`src/verilog/etdl_pkg.sv`:
```
// Overview of operation
// An 11-bit divisor spans two byte registers and sets the 35 us timebase.
// The divisor divides the selected crystal or bus reference clock into the timebase.
// Every reset reloads both divisor registers from their nonvolatile shadow bytes.
// Lock disable 0 locks the divisor; locked registers, that bit too, ignore writes.
// While locked, program and erase of both shadow bytes are refused.
// Divisor bits read always and write only with latch clear and lock disabled.
// Software picks divisor as reference hertz times 35 us plus one half, truncated.
// Software must not program or erase with a wrong divisor.
// Shadow bytes are erased and programmed by the ordinary latch and program sequence.
// A shadow lock disable bit of 0 makes the lock permanent after the next reset.
// Wait mode leaves a running program or erase sequence untouched.
// Stop mode brings the block's power use down to its minimum.
// Software should not enter stop mode while a sequence runs.
// Stop with latch and program enable set halts, drops high voltage, restarts on exit.
// After a restart on stop exit, array access is blocked until that sequence ends.
// Stop with latch and program enable not both set ends any sequence abruptly.
// The latch bit steers bus writes into capturing a target location and value.
// Program enable runs the charge pump only with latch set and a valid target.
// The divider counts reference cycles, ticks when the count meets the divisor, restarts.
package etdl_pkg;
    localparam int DIV_W = 11;
    localparam int ADDR_W = 3;
    localparam int CLK_HZ = 50_000_000;
    localparam int TIMEBASE_US = 35;
    // Divisor software would load for the bus clock at this rate.
    localparam int BUS_DIVISOR = (CLK_HZ / 1000 * TIMEBASE_US + 500) / 1000;

    localparam logic [ADDR_W-1:0] OFF_DIV_HIGH = 3'h0;
    localparam logic [ADDR_W-1:0] OFF_DIV_LOW = 3'h1;
    localparam logic [ADDR_W-1:0] OFF_SHADOW_HIGH = 3'h2;
    localparam logic [ADDR_W-1:0] OFF_SHADOW_LOW = 3'h3;
    localparam logic [ADDR_W-1:0] OFF_CONTROL = 3'h4;
    localparam logic [ADDR_W-1:0] OFF_STATUS = 3'h5;

    localparam int HIGH_LOCK_DISABLE_BIT = 7;
    localparam int CTRL_LATCH_BIT = 0;
    localparam int CTRL_PGM_BIT = 1;
    localparam int CTRL_ERASE_BIT = 2;
    localparam int CTRL_REFSEL_BIT = 3;
    localparam int STAT_BUSY_BIT = 0;
    localparam int STAT_RESTART_BIT = 1;
    localparam int STAT_LOCKED_BIT = 2;
    localparam int STAT_VALID_BIT = 3;
    localparam int STAT_STOP_BIT = 4;
    localparam int STAT_WAIT_BIT = 5;

    localparam logic [7:0] SHADOW_ERASED = 8'hFF;
    localparam logic [7:0] BYTE_ZERO = 8'h00;
    localparam logic [DIV_W-1:0] DIV_RESET = 11'h000;
    localparam logic [15:0] PROG_TICKS_DEFAULT = 16'h0064;

    typedef enum logic [1:0] {SEQ_IDLE, SEQ_RUN, SEQ_HALT} etdl_seq_e;
endpackage : etdl_pkg

```
`src/verilog/etdl_div_if.sv`:
```
`timescale 1ns/1ps
`default_nettype none
interface etdl_div_if #(parameter int W = 11);
    logic [W-1:0] divisor;
    logic ref_evt;
    logic run;
    logic tick;
    modport ctrl (output divisor, output ref_evt, output run, input tick);
    modport div (input divisor, input ref_evt, input run, output tick);
endinterface : etdl_div_if
`default_nettype wire

```
`src/verilog/etdl_divider.sv`:
```
`timescale 1ns/1ps
`default_nettype none
module etdl_divider #(
    parameter int W = 11
) (
    // Clock and reset
    input wire logic mclk,
    input wire logic rst_n,
    // Divider link
    etdl_div_if.div lnk
);
    logic [W-1:0] cnt_q;
    logic tick_q;
    logic [W:0] next_cnt;

    assign next_cnt = {1'b0, cnt_q} + {{W{1'b0}}, 1'b1};
    assign lnk.tick = tick_q;

    // A divisor of 0 or 1 ticks on every reference event rather than hanging.
    always_ff @(posedge mclk or negedge rst_n)
    begin
        if (!rst_n)
        begin
            cnt_q <= '0;
            tick_q <= 1'b0;
        end
        else if (!lnk.run)
        begin
            cnt_q <= '0;
            tick_q <= 1'b0;
        end
        else if (lnk.ref_evt)
        begin
            if (next_cnt >= {1'b0, lnk.divisor})
            begin
                cnt_q <= '0;
                tick_q <= 1'b1;
            end
            else
            begin
                cnt_q <= next_cnt[W-1:0];
                tick_q <= 1'b0;
            end
        end
        else
        begin
            tick_q <= 1'b0;
        end
    end
endmodule : etdl_divider
`default_nettype wire

```
`src/verilog/etdl_top.sv`:
```
// Design decisions made here: the register offsets and the address-and-strobe port.
`timescale 1ns/1ps
`default_nettype none
module etdl_top #(
    parameter logic [15:0] PROG_TICKS = etdl_pkg::PROG_TICKS_DEFAULT
) (
    // Clock and resets
    input wire logic mclk,
    input wire logic rst_n,
    input wire logic por_n,
    // Register port
    input wire logic [etdl_pkg::ADDR_W-1:0] reg_addr,
    input wire logic [7:0] reg_wdata,
    input wire logic reg_wr,
    input wire logic reg_rd,
    output logic [7:0] reg_rdata,
    // Reference and power modes
    input wire logic crystal_reference_clock,
    input wire logic stop_mode,
    input wire logic wait_mode,
    // Array side
    output logic charge_pump_en,
    output logic array_access_block,
    output logic timebase_tick,
    output logic program_busy
);
    import etdl_pkg::*;

    logic [7:0] shadow_high_q;
    logic [7:0] shadow_low_q;
    logic divisor_lock_disable_q;
    logic [DIV_W-1:0] timebase_divisor_value_q;
    logic load_pending_q;
    logic bus_latch_control_q;
    logic program_voltage_enable_q;
    logic erase_sel_q;
    logic refsel_q;
    logic valid_q;
    logic target_high_q;
    logic [7:0] target_data_q;
    logic restart_q;
    logic stop_seen_q;
    logic [15:0] tick_cnt_q;
    logic [7:0] rdata_q;
    etdl_seq_e seq_q;
    logic locked;
    logic div_writable;
    logic wr_ctrl;
    logic seq_done;
    logic stop_entry;
    logic stop_abort;
    logic [7:0] status_byte;

    etdl_div_if #(.W(DIV_W)) div_lnk ();

    etdl_divider #(.W(DIV_W)) u_divider (
        .mclk (mclk),
        .rst_n (rst_n),
        .lnk (div_lnk)
    );

    assign locked = !divisor_lock_disable_q;
    assign div_writable = !bus_latch_control_q && divisor_lock_disable_q && !load_pending_q;
    assign wr_ctrl = reg_wr && (reg_addr == OFF_CONTROL);
    assign stop_entry = stop_mode && !stop_seen_q;
    // Latch and enable not both set: anything under way is dropped, nothing resumes.
    assign stop_abort = stop_entry && !(bus_latch_control_q && program_voltage_enable_q);
    assign seq_done = (seq_q == SEQ_RUN) && !stop_mode && timebase_tick
        && (tick_cnt_q == PROG_TICKS - 16'h0001);

    // The divider halts in stop so the timebase stops toggling; wait mode does not touch it.
    assign div_lnk.run = !stop_mode;
    assign div_lnk.ref_evt = refsel_q ? 1'b1 : crystal_reference_clock;
    assign div_lnk.divisor = timebase_divisor_value_q;
    assign timebase_tick = div_lnk.tick;

    assign charge_pump_en = (seq_q == SEQ_RUN) && !stop_mode;
    assign array_access_block = restart_q || (seq_q == SEQ_HALT);
    assign program_busy = (seq_q != SEQ_IDLE);
    assign reg_rdata = rdata_q;

    // The shadow bytes model nonvolatile cells, so only power-on clears them, to the erased state.
    always_ff @(posedge mclk or negedge por_n)
    begin
        if (!por_n)
        begin
            shadow_high_q <= SHADOW_ERASED;
            shadow_low_q <= SHADOW_ERASED;
        end
        else if (seq_done)
        begin
            if (target_high_q)
            begin
                shadow_high_q <= erase_sel_q ? SHADOW_ERASED : (shadow_high_q & target_data_q);
            end
            else
            begin
                shadow_low_q <= erase_sel_q ? SHADOW_ERASED : (shadow_low_q & target_data_q);
            end
        end
    end

    // The live divisor resets to a constant and copies the shadow on the first edge after release.
    always_ff @(posedge mclk or negedge rst_n)
    begin
        if (!rst_n)
        begin
            load_pending_q <= 1'b1;
            divisor_lock_disable_q <= 1'b0;
            timebase_divisor_value_q <= DIV_RESET;
        end
        else if (load_pending_q)
        begin
            load_pending_q <= 1'b0;
            divisor_lock_disable_q <= shadow_high_q[HIGH_LOCK_DISABLE_BIT];
            timebase_divisor_value_q <= {shadow_high_q[DIV_W-9:0], shadow_low_q};
        end
        else if (reg_wr && div_writable)
        begin
            if (reg_addr == OFF_DIV_HIGH)
            begin
                divisor_lock_disable_q <= reg_wdata[HIGH_LOCK_DISABLE_BIT];
                timebase_divisor_value_q[DIV_W-1:8] <= reg_wdata[DIV_W-9:0];
            end
            else if (reg_addr == OFF_DIV_LOW)
            begin
                timebase_divisor_value_q[7:0] <= reg_wdata;
            end
        end
    end

    // Clearing latch and enable together clears only the enable, leaving time for high voltage to fall.
    always_ff @(posedge mclk or negedge rst_n)
    begin
        if (!rst_n)
        begin
            bus_latch_control_q <= 1'b0;
            program_voltage_enable_q <= 1'b0;
            erase_sel_q <= 1'b0;
            refsel_q <= 1'b0;
        end
        else
        begin
            if (wr_ctrl)
            begin
                erase_sel_q <= reg_wdata[CTRL_ERASE_BIT];
                refsel_q <= reg_wdata[CTRL_REFSEL_BIT];
                if (!program_voltage_enable_q)
                begin
                    bus_latch_control_q <= reg_wdata[CTRL_LATCH_BIT];
                end
            end
            if (seq_done || stop_abort)
            begin
                program_voltage_enable_q <= 1'b0;
            end
            else if (wr_ctrl)
            begin
                program_voltage_enable_q <= reg_wdata[CTRL_PGM_BIT] && bus_latch_control_q && valid_q;
            end
        end
    end

    // Target capture; a write to a shadow byte while latched is taken as the target, not stored.
    always_ff @(posedge mclk or negedge rst_n)
    begin
        if (!rst_n)
        begin
            valid_q <= 1'b0;
            target_high_q <= 1'b0;
            target_data_q <= BYTE_ZERO;
        end
        else if (reg_wr && bus_latch_control_q && !program_voltage_enable_q && !locked
            && ((reg_addr == OFF_SHADOW_HIGH) || (reg_addr == OFF_SHADOW_LOW)))
        begin
            valid_q <= 1'b1;
            target_high_q <= (reg_addr == OFF_SHADOW_HIGH);
            target_data_q <= reg_wdata;
        end
        else if (stop_abort || !bus_latch_control_q)
        begin
            valid_q <= 1'b0;
        end
    end

    always_ff @(posedge mclk or negedge rst_n)
    begin
        if (!rst_n)
        begin
            stop_seen_q <= 1'b0;
        end
        else
        begin
            stop_seen_q <= stop_mode;
        end
    end

    // Sequence timer in timebase ticks; a halted sequence starts its timing over on stop exit.
    always_ff @(posedge mclk or negedge rst_n)
    begin
        if (!rst_n)
        begin
            seq_q <= SEQ_IDLE;
            tick_cnt_q <= 16'h0000;
        end
        else
        begin
            unique case (seq_q)
                SEQ_IDLE:
                begin
                    tick_cnt_q <= 16'h0000;
                    if (program_voltage_enable_q && bus_latch_control_q && !stop_mode)
                    begin
                        seq_q <= SEQ_RUN;
                    end
                end
                SEQ_RUN:
                begin
                    if (stop_mode)
                    begin
                        seq_q <= SEQ_HALT;
                        tick_cnt_q <= 16'h0000;
                    end
                    else if (seq_done || !program_voltage_enable_q)
                    begin
                        seq_q <= SEQ_IDLE;
                        tick_cnt_q <= 16'h0000;
                    end
                    else if (timebase_tick)
                    begin
                        tick_cnt_q <= tick_cnt_q + 16'h0001;
                    end
                end
                SEQ_HALT:
                begin
                    tick_cnt_q <= 16'h0000;
                    if (!stop_mode)
                    begin
                        seq_q <= SEQ_RUN;
                    end
                end
            endcase
        end
    end

    // The restart flag is set on leaving the halted state, which cannot coincide with completion.
    always_ff @(posedge mclk or negedge rst_n)
    begin
        if (!rst_n)
        begin
            restart_q <= 1'b0;
        end
        else if ((seq_q == SEQ_HALT) && !stop_mode)
        begin
            restart_q <= 1'b1;
        end
        else if (seq_done || (seq_q == SEQ_IDLE))
        begin
            restart_q <= 1'b0;
        end
    end

    always_comb
    begin
        status_byte = BYTE_ZERO;
        status_byte[STAT_BUSY_BIT] = (seq_q != SEQ_IDLE);
        status_byte[STAT_RESTART_BIT] = restart_q;
        status_byte[STAT_LOCKED_BIT] = locked;
        status_byte[STAT_VALID_BIT] = valid_q;
        status_byte[STAT_STOP_BIT] = stop_mode;
        status_byte[STAT_WAIT_BIT] = wait_mode;
    end

    // Read data stand only in the cycle after the read strobe; unmapped offsets read zero.
    always_ff @(posedge mclk or negedge rst_n)
    begin
        if (!rst_n)
        begin
            rdata_q <= BYTE_ZERO;
        end
        else if (reg_rd)
        begin
            unique case (reg_addr)
                OFF_DIV_HIGH: rdata_q <= {divisor_lock_disable_q, 4'h0, timebase_divisor_value_q[DIV_W-1:8]};
                OFF_DIV_LOW: rdata_q <= timebase_divisor_value_q[7:0];
                OFF_SHADOW_HIGH: rdata_q <= array_access_block ? BYTE_ZERO : shadow_high_q;
                OFF_SHADOW_LOW: rdata_q <= array_access_block ? BYTE_ZERO : shadow_low_q;
                OFF_CONTROL: rdata_q <= {4'h0, refsel_q, erase_sel_q, program_voltage_enable_q, bus_latch_control_q};
                OFF_STATUS: rdata_q <= status_byte;
                default: rdata_q <= BYTE_ZERO;
            endcase
        end
        else
        begin
            rdata_q <= BYTE_ZERO;
        end
    end
endmodule : etdl_top
`default_nettype wire
```
`config.mk`:
```
export PLATFORM = sky130hd
export DESIGN_NAME = etdl_top
export DESIGN_NICKNAME = d
export VERILOG_FILES = /design/src/verilog/etdl_pkg.sv /design/src/verilog/etdl_div_if.sv /design/src/verilog/etdl_divider.sv /design/src/verilog/etdl_top.sv
export SDC_FILE = /design/constraint.sdc
export NUM_CORES = 1
export LEC_CHECK = 0
export ABC_AREA = 1
export BUFFER_PORTS_ARGS = -buffer_cell sky130_fd_sc_hd__buf_2
export CAP_MARGIN = 20
export CORE_MARGIN = 2
export CORE_UTILIZATION = 55
export CTS_CLUSTER_DIAMETER = 200
export DETAILED_ROUTE_END_ITERATION = 7
export PLACE_DENSITY = 0.76
export SYNTH_ARGS = -nofsm -noshare
export SYNTH_HDL_FRONTEND = slang
export SYNTH_SLANG_ARGS = --single-unit
```
`constraint.sdc`:
```
create_clock -name mclk -period 2.1 [get_ports mclk]
set_input_delay 0.105 -clock mclk [delete_from_list [all_inputs] [get_ports mclk]]
set_output_delay 0.105 -clock mclk [all_outputs]
set_load 0.01 [all_outputs]
```
==> reports/results.txt <==
The final reports fail on setup timing. The sequential cell area fraction in the yosys report was 43.4%; the diode insertion count for antenna repair was 0. Of the cells placed in the final design, the portion with a size suffix greater than 1 is 20.2%.

The analysis attributes to cell leakage a power of 0.00271 uW. Endpoint kind of the worst setup timing path: a flip-flop. Pin placement for this block handled 31 I/O pins.

The worst-case clock buffer depth is 2. Along the worst path, the maximum fanout reaches 6. The measured slew at the worst slew-check pin is 0.665 ns. The accumulated negative setup slack was -0.554 ns. The die area is 9550 sq um, and the cell area after synthesis is 4830 sq um. The logs give 34 for the count of standard-cell rows and 782 for the filler cell count in the final layout. Counting flops with a built-in enable in the synthesized netlist gives 0. From synthesis to final layout, the design area changed by 16.9%. Global routing finished with a remaining overflow of 0. Hold is met by 0.0409 ns.

The post-route clock skew is 0.0182 ns. The share of the clock period used by the worst path after layout is 103%, and the data arrival time of the critical path is 2.44 ns. Routability-driven placement finished with a final weighted congestion of 0.881.

The maximum vdd drop is 342 uV. The clock drives 83 sinks. The fraction of registers with async set or reset after synthesis is 100%. The number of buffers inserted by port buffering was 30. The total area inside the core boundary comes to 8640 sq um. For the normalized max-slew margin, the log shows 55.7%. The worst setup path is launched from a flip-flop. The time the final worst path needs with I/O delays and setup was 2.16 ns; the required time at the endpoint of the critical path was 2.39 ns. The logs give 0 for the number of max-slew violations in the final report and 27.4% for the overall global routing resource usage. The initial cell density of the core was 56.0%; the synthesized instance count was 643. For this run, the post-layout net count is 729. Setup violations remaining at the end of the flow were counted as 12. Dividing total power by cell area gives a power density of 674 nW/um^2.

In this run the horizontal extent of the chip is 97.7 um. Detailed routing inserted a total of 4530 vias. The area used by multi-input combinational logic is 2420 sq um. The mean number of vias per cell came out at 5.59.

Synthesis inferred 83 register bits. The total power after layout came out at 3810 uW. The number of global-route vias before repair is 4382.

A synthesized cell averages 7.52 sq um. The first detailed-routing pass took 5 iterations. Setup repair after global routing could not meet its margin everywhere. Among all flip-flop cells after synthesis, the most frequent one is sky130_fd_sc_hd__dfrtp_1. The tools report the detailed-route wire length as 12.4 mm. The achievable clock frequency was 0.464 GHz.

TritonCTS built the clock tree. The run gives 675 as the post-synthesis net count. Y dimension of the die: 97.7 um. After the first detailed-routing iteration, the DRC count stood at 377. The wire-length estimate of the detail-placed layout is 8.90 mm. Number of antenna violations at the first check in global routing: 0. The path class of the tightest hold or removal check is primary input to flip-flop.

The tool flagged a number of max-cap violations equal to 0. The H-tree generated during clock tree synthesis spans 3 levels. The tools report the wire length of the first global-routing pass as 21.2 mm. In the final routed layout, each cell accounts on average for 15.4 um.

Synthesis instantiated 39 different standard cells from the library. Yosys printed 0 warnings. The run gives 0 as the number of design rule violations left after detail routing. The flow ran to the end, but the final reports show violations. The root buffer cell chosen for the clock tree is sky130_fd_sc_hd__clkbuf_8. The logs give 0 for the hold violation total from the final report and 29 for the largest net degree at the start of global routing. The critical path class is flip-flop to flip-flop. The logs give 0 for the count of antenna-violating nets left after detailed routing and 2100 sq um for the flip-flop and latch area. For the worst-skew pair later-pin latency, the log shows 0.35 ns.

CTS clock-pin slew for the worst setup and hold paths: 0.09 ns. Number of buffers added by the clock tree synthesis step: 9. The worst setup margin is -0.0561 ns.
logic make-up after synthesis:
kind of cell	after synthesis	synth area share, %
and+or+nand+nor	307	28.5
buffers and inverters	117	9.81
AOI/OAI and AO/OA	114	13.4
DFF	83	43.4
adders and majority gates	13	3.37
xor gates and xnor gates	8	1.45
other	1	0.0776
per-stage QoR:
stage                     util, %  area (sq um)  std cells  worst slack, ns
after global routing         65.4          5650        810           -0.169
final                        65.4          5650        810          -0.0561
after global placement       60.3          5210        787         -0.00100
after floorplan                 -          4850        643           0.0402
after CTS                    64.8          5590        810          -0.0182
after detailed placement     60.3          5210        787           -0.124
layer usage:
layer | vias to the layer above | wire [um] | global-route usage (%)
li1 | 2184 | - | -
met1 | 2145 | 5390 | 38.0
met2 | 171 | 6060 | 44.4
met3 | 30 | 706 | 4.01
met4 | 0 | 282 | 9.83
met5 | - | 0 | 0
synthesized netlist by cell type, drive strengths merged, types with 2 or more instances:
master  count  area share (%)
nand4      20             2.6
xor2        7             1.3
o22ai      15             1.9
o21bai      6            0.93
a21oi      34             3.5
nor2       63             5.4
dfstp      17             9.2
nor3        8             1.4
ha         13             3.4
inv       100             7.8
buf         6             1.0
clkinv      2            0.26
nand3      48             5.8
a21o        2            0.31
o21ai      45             4.7
a31oi       5            0.65
dfrtp      66              34
nand2     165              13
o211ai      5            0.78
clkbuf      9            0.78
cells in the final DEF (no fill, tap or decap), types with 2 or more instances in the layout:
| master | instances |
|---|---|
| sky130_fd_sc_hd__nand2_2 | 4 |
| sky130_fd_sc_hd__buf_2 | 30 |
| sky130_fd_sc_hd__o22ai_1 | 15 |
| sky130_fd_sc_hd__buf_6 | 2 |
| sky130_fd_sc_hd__a21o_1 | 2 |
| sky130_fd_sc_hd__buf_4 | 22 |
| sky130_fd_sc_hd__a31oi_1 | 5 |
| sky130_fd_sc_hd__inv_2 | 8 |
| sky130_fd_sc_hd__o21bai_1 | 6 |
| sky130_fd_sc_hd__a21oi_1 | 31 |
| sky130_fd_sc_hd__dlygate4sd3_1 | 3 |
| sky130_fd_sc_hd__o21ai_2 | 2 |
| sky130_fd_sc_hd__nor2_2 | 6 |
| sky130_fd_sc_hd__nand4_1 | 20 |
| sky130_fd_sc_hd__xor2_1 | 7 |
| sky130_fd_sc_hd__o211ai_1 | 5 |
| sky130_fd_sc_hd__clkinv_2 | 2 |
| sky130_fd_sc_hd__nand2_1 | 159 |
| sky130_fd_sc_hd__ha_4 | 3 |
| sky130_fd_sc_hd__o21ai_1 | 5 |
| sky130_fd_sc_hd__nand2_4 | 2 |
| sky130_fd_sc_hd__nand3_4 | 2 |
| sky130_fd_sc_hd__nor3_4 | 2 |
| sky130_fd_sc_hd__ha_1 | 9 |
| sky130_fd_sc_hd__nor2_4 | 4 |
| sky130_fd_sc_hd__a21oi_2 | 2 |
| sky130_fd_sc_hd__nor2_1 | 53 |
| sky130_fd_sc_hd__nor3_1 | 5 |
| sky130_fd_sc_hd__inv_1 | 92 |
| sky130_fd_sc_hd__dfrtp_1 | 66 |
| sky130_fd_sc_hd__clkbuf_8 | 10 |
| sky130_fd_sc_hd__o21ai_0 | 38 |
| sky130_fd_sc_hd__nand3_2 | 13 |
| sky130_fd_sc_hd__nand3_1 | 33 |
| sky130_fd_sc_hd__bufinv_16 | 2 |
| sky130_fd_sc_hd__dfstp_2 | 17 |
path summary, 6_finish.rpt:
kind | start | to | slack (ns) | cells past startpoint
setup / recovery | u_divider.cnt_q[0]$_DFFE_PN0P_ | u_divider.cnt_q[4]$_DFFE_PN0P_ | -0.06 | 14
hold / removal | reg_wdata[5] | div_lnk.divisor[5]$_DFFE_PN0P_ | 0.04 | 3
setup reg to reg | u_divider.cnt_q[0]$_DFFE_PN0P_ | u_divider.cnt_q[4]$_DFFE_PN0P_ | -0.06 | 14
hold reg to reg | shadow_high_q[5]$_DFFE_PN1P_ | shadow_high_q[5]$_DFFE_PN1P_ | 0.47 | 2
max in group asynchronous | rst_n | valid_q$_DFFE_PN0P_ | 1.00 | 3
min in group asynchronous | rst_n | target_data_q[6]$_DFFE_PN0P_ | 0.31 | 2
where the power goes:
group | internal, uW | leakage (uW) | switching (uW)
clock network | 700 | 0.000109 | 571
logic | 238 | 0.00155 | 473
registers | 1730 | 0.00105 | 100
cell type report:
type | instances | share of cell area, %
clock buffers | 11 | 2.50
clock inverters | 5 | 1.37
inverters | 102 | 6.86
multi-input cells | 443 | 42.9
flip-flops and latches | 83 | 37.1
well taps | 108 | 2.39
repair buffers | 58 | 6.86
sequential cells by signal (all words and copies together) (netlist names), 2 cells and up:
register / flops
target_data_q: 8
u_divider.cnt_q: 11
reg_rdata: 8
tick_cnt_q: 16
shadow_low_q: 8
seq_q: 2
shadow_high_q: 8
div_lnk.divisor: 11
timing repair:
item | 4_1_cts | 5_1_grt
setup endpoints to repair | 12 | 12
hold endpoints to repair | 42 | 0
setup buffers | 3 | 0
gates cloned | 1 | 0
pin swaps | 16 | 24
resized for setup | 28 | 12
hold buffers | 3 | 0
critical path: stages (launching register included):
cell	delay (ns)
sky130_fd_sc_hd__dfrtp_1	0.40
sky130_fd_sc_hd__ha_2	0.21
sky130_fd_sc_hd__nand2_2	0.08
sky130_fd_sc_hd__nor2_4	0.14
sky130_fd_sc_hd__nand2_2	0.09
sky130_fd_sc_hd__o21bai_1	0.13
sky130_fd_sc_hd__nand2_1	0.10
sky130_fd_sc_hd__inv_2	0.09
sky130_fd_sc_hd__ha_4	0.21
sky130_fd_sc_hd__o21ai_2	0.06
sky130_fd_sc_hd__nand3_2	0.11
sky130_fd_sc_hd__a21oi_4	0.16
sky130_fd_sc_hd__buf_6	0.16
sky130_fd_sc_hd__nand3_2	0.07
sky130_fd_sc_hd__nand2_1	0.07
Power figures use the tool's default switching activity.
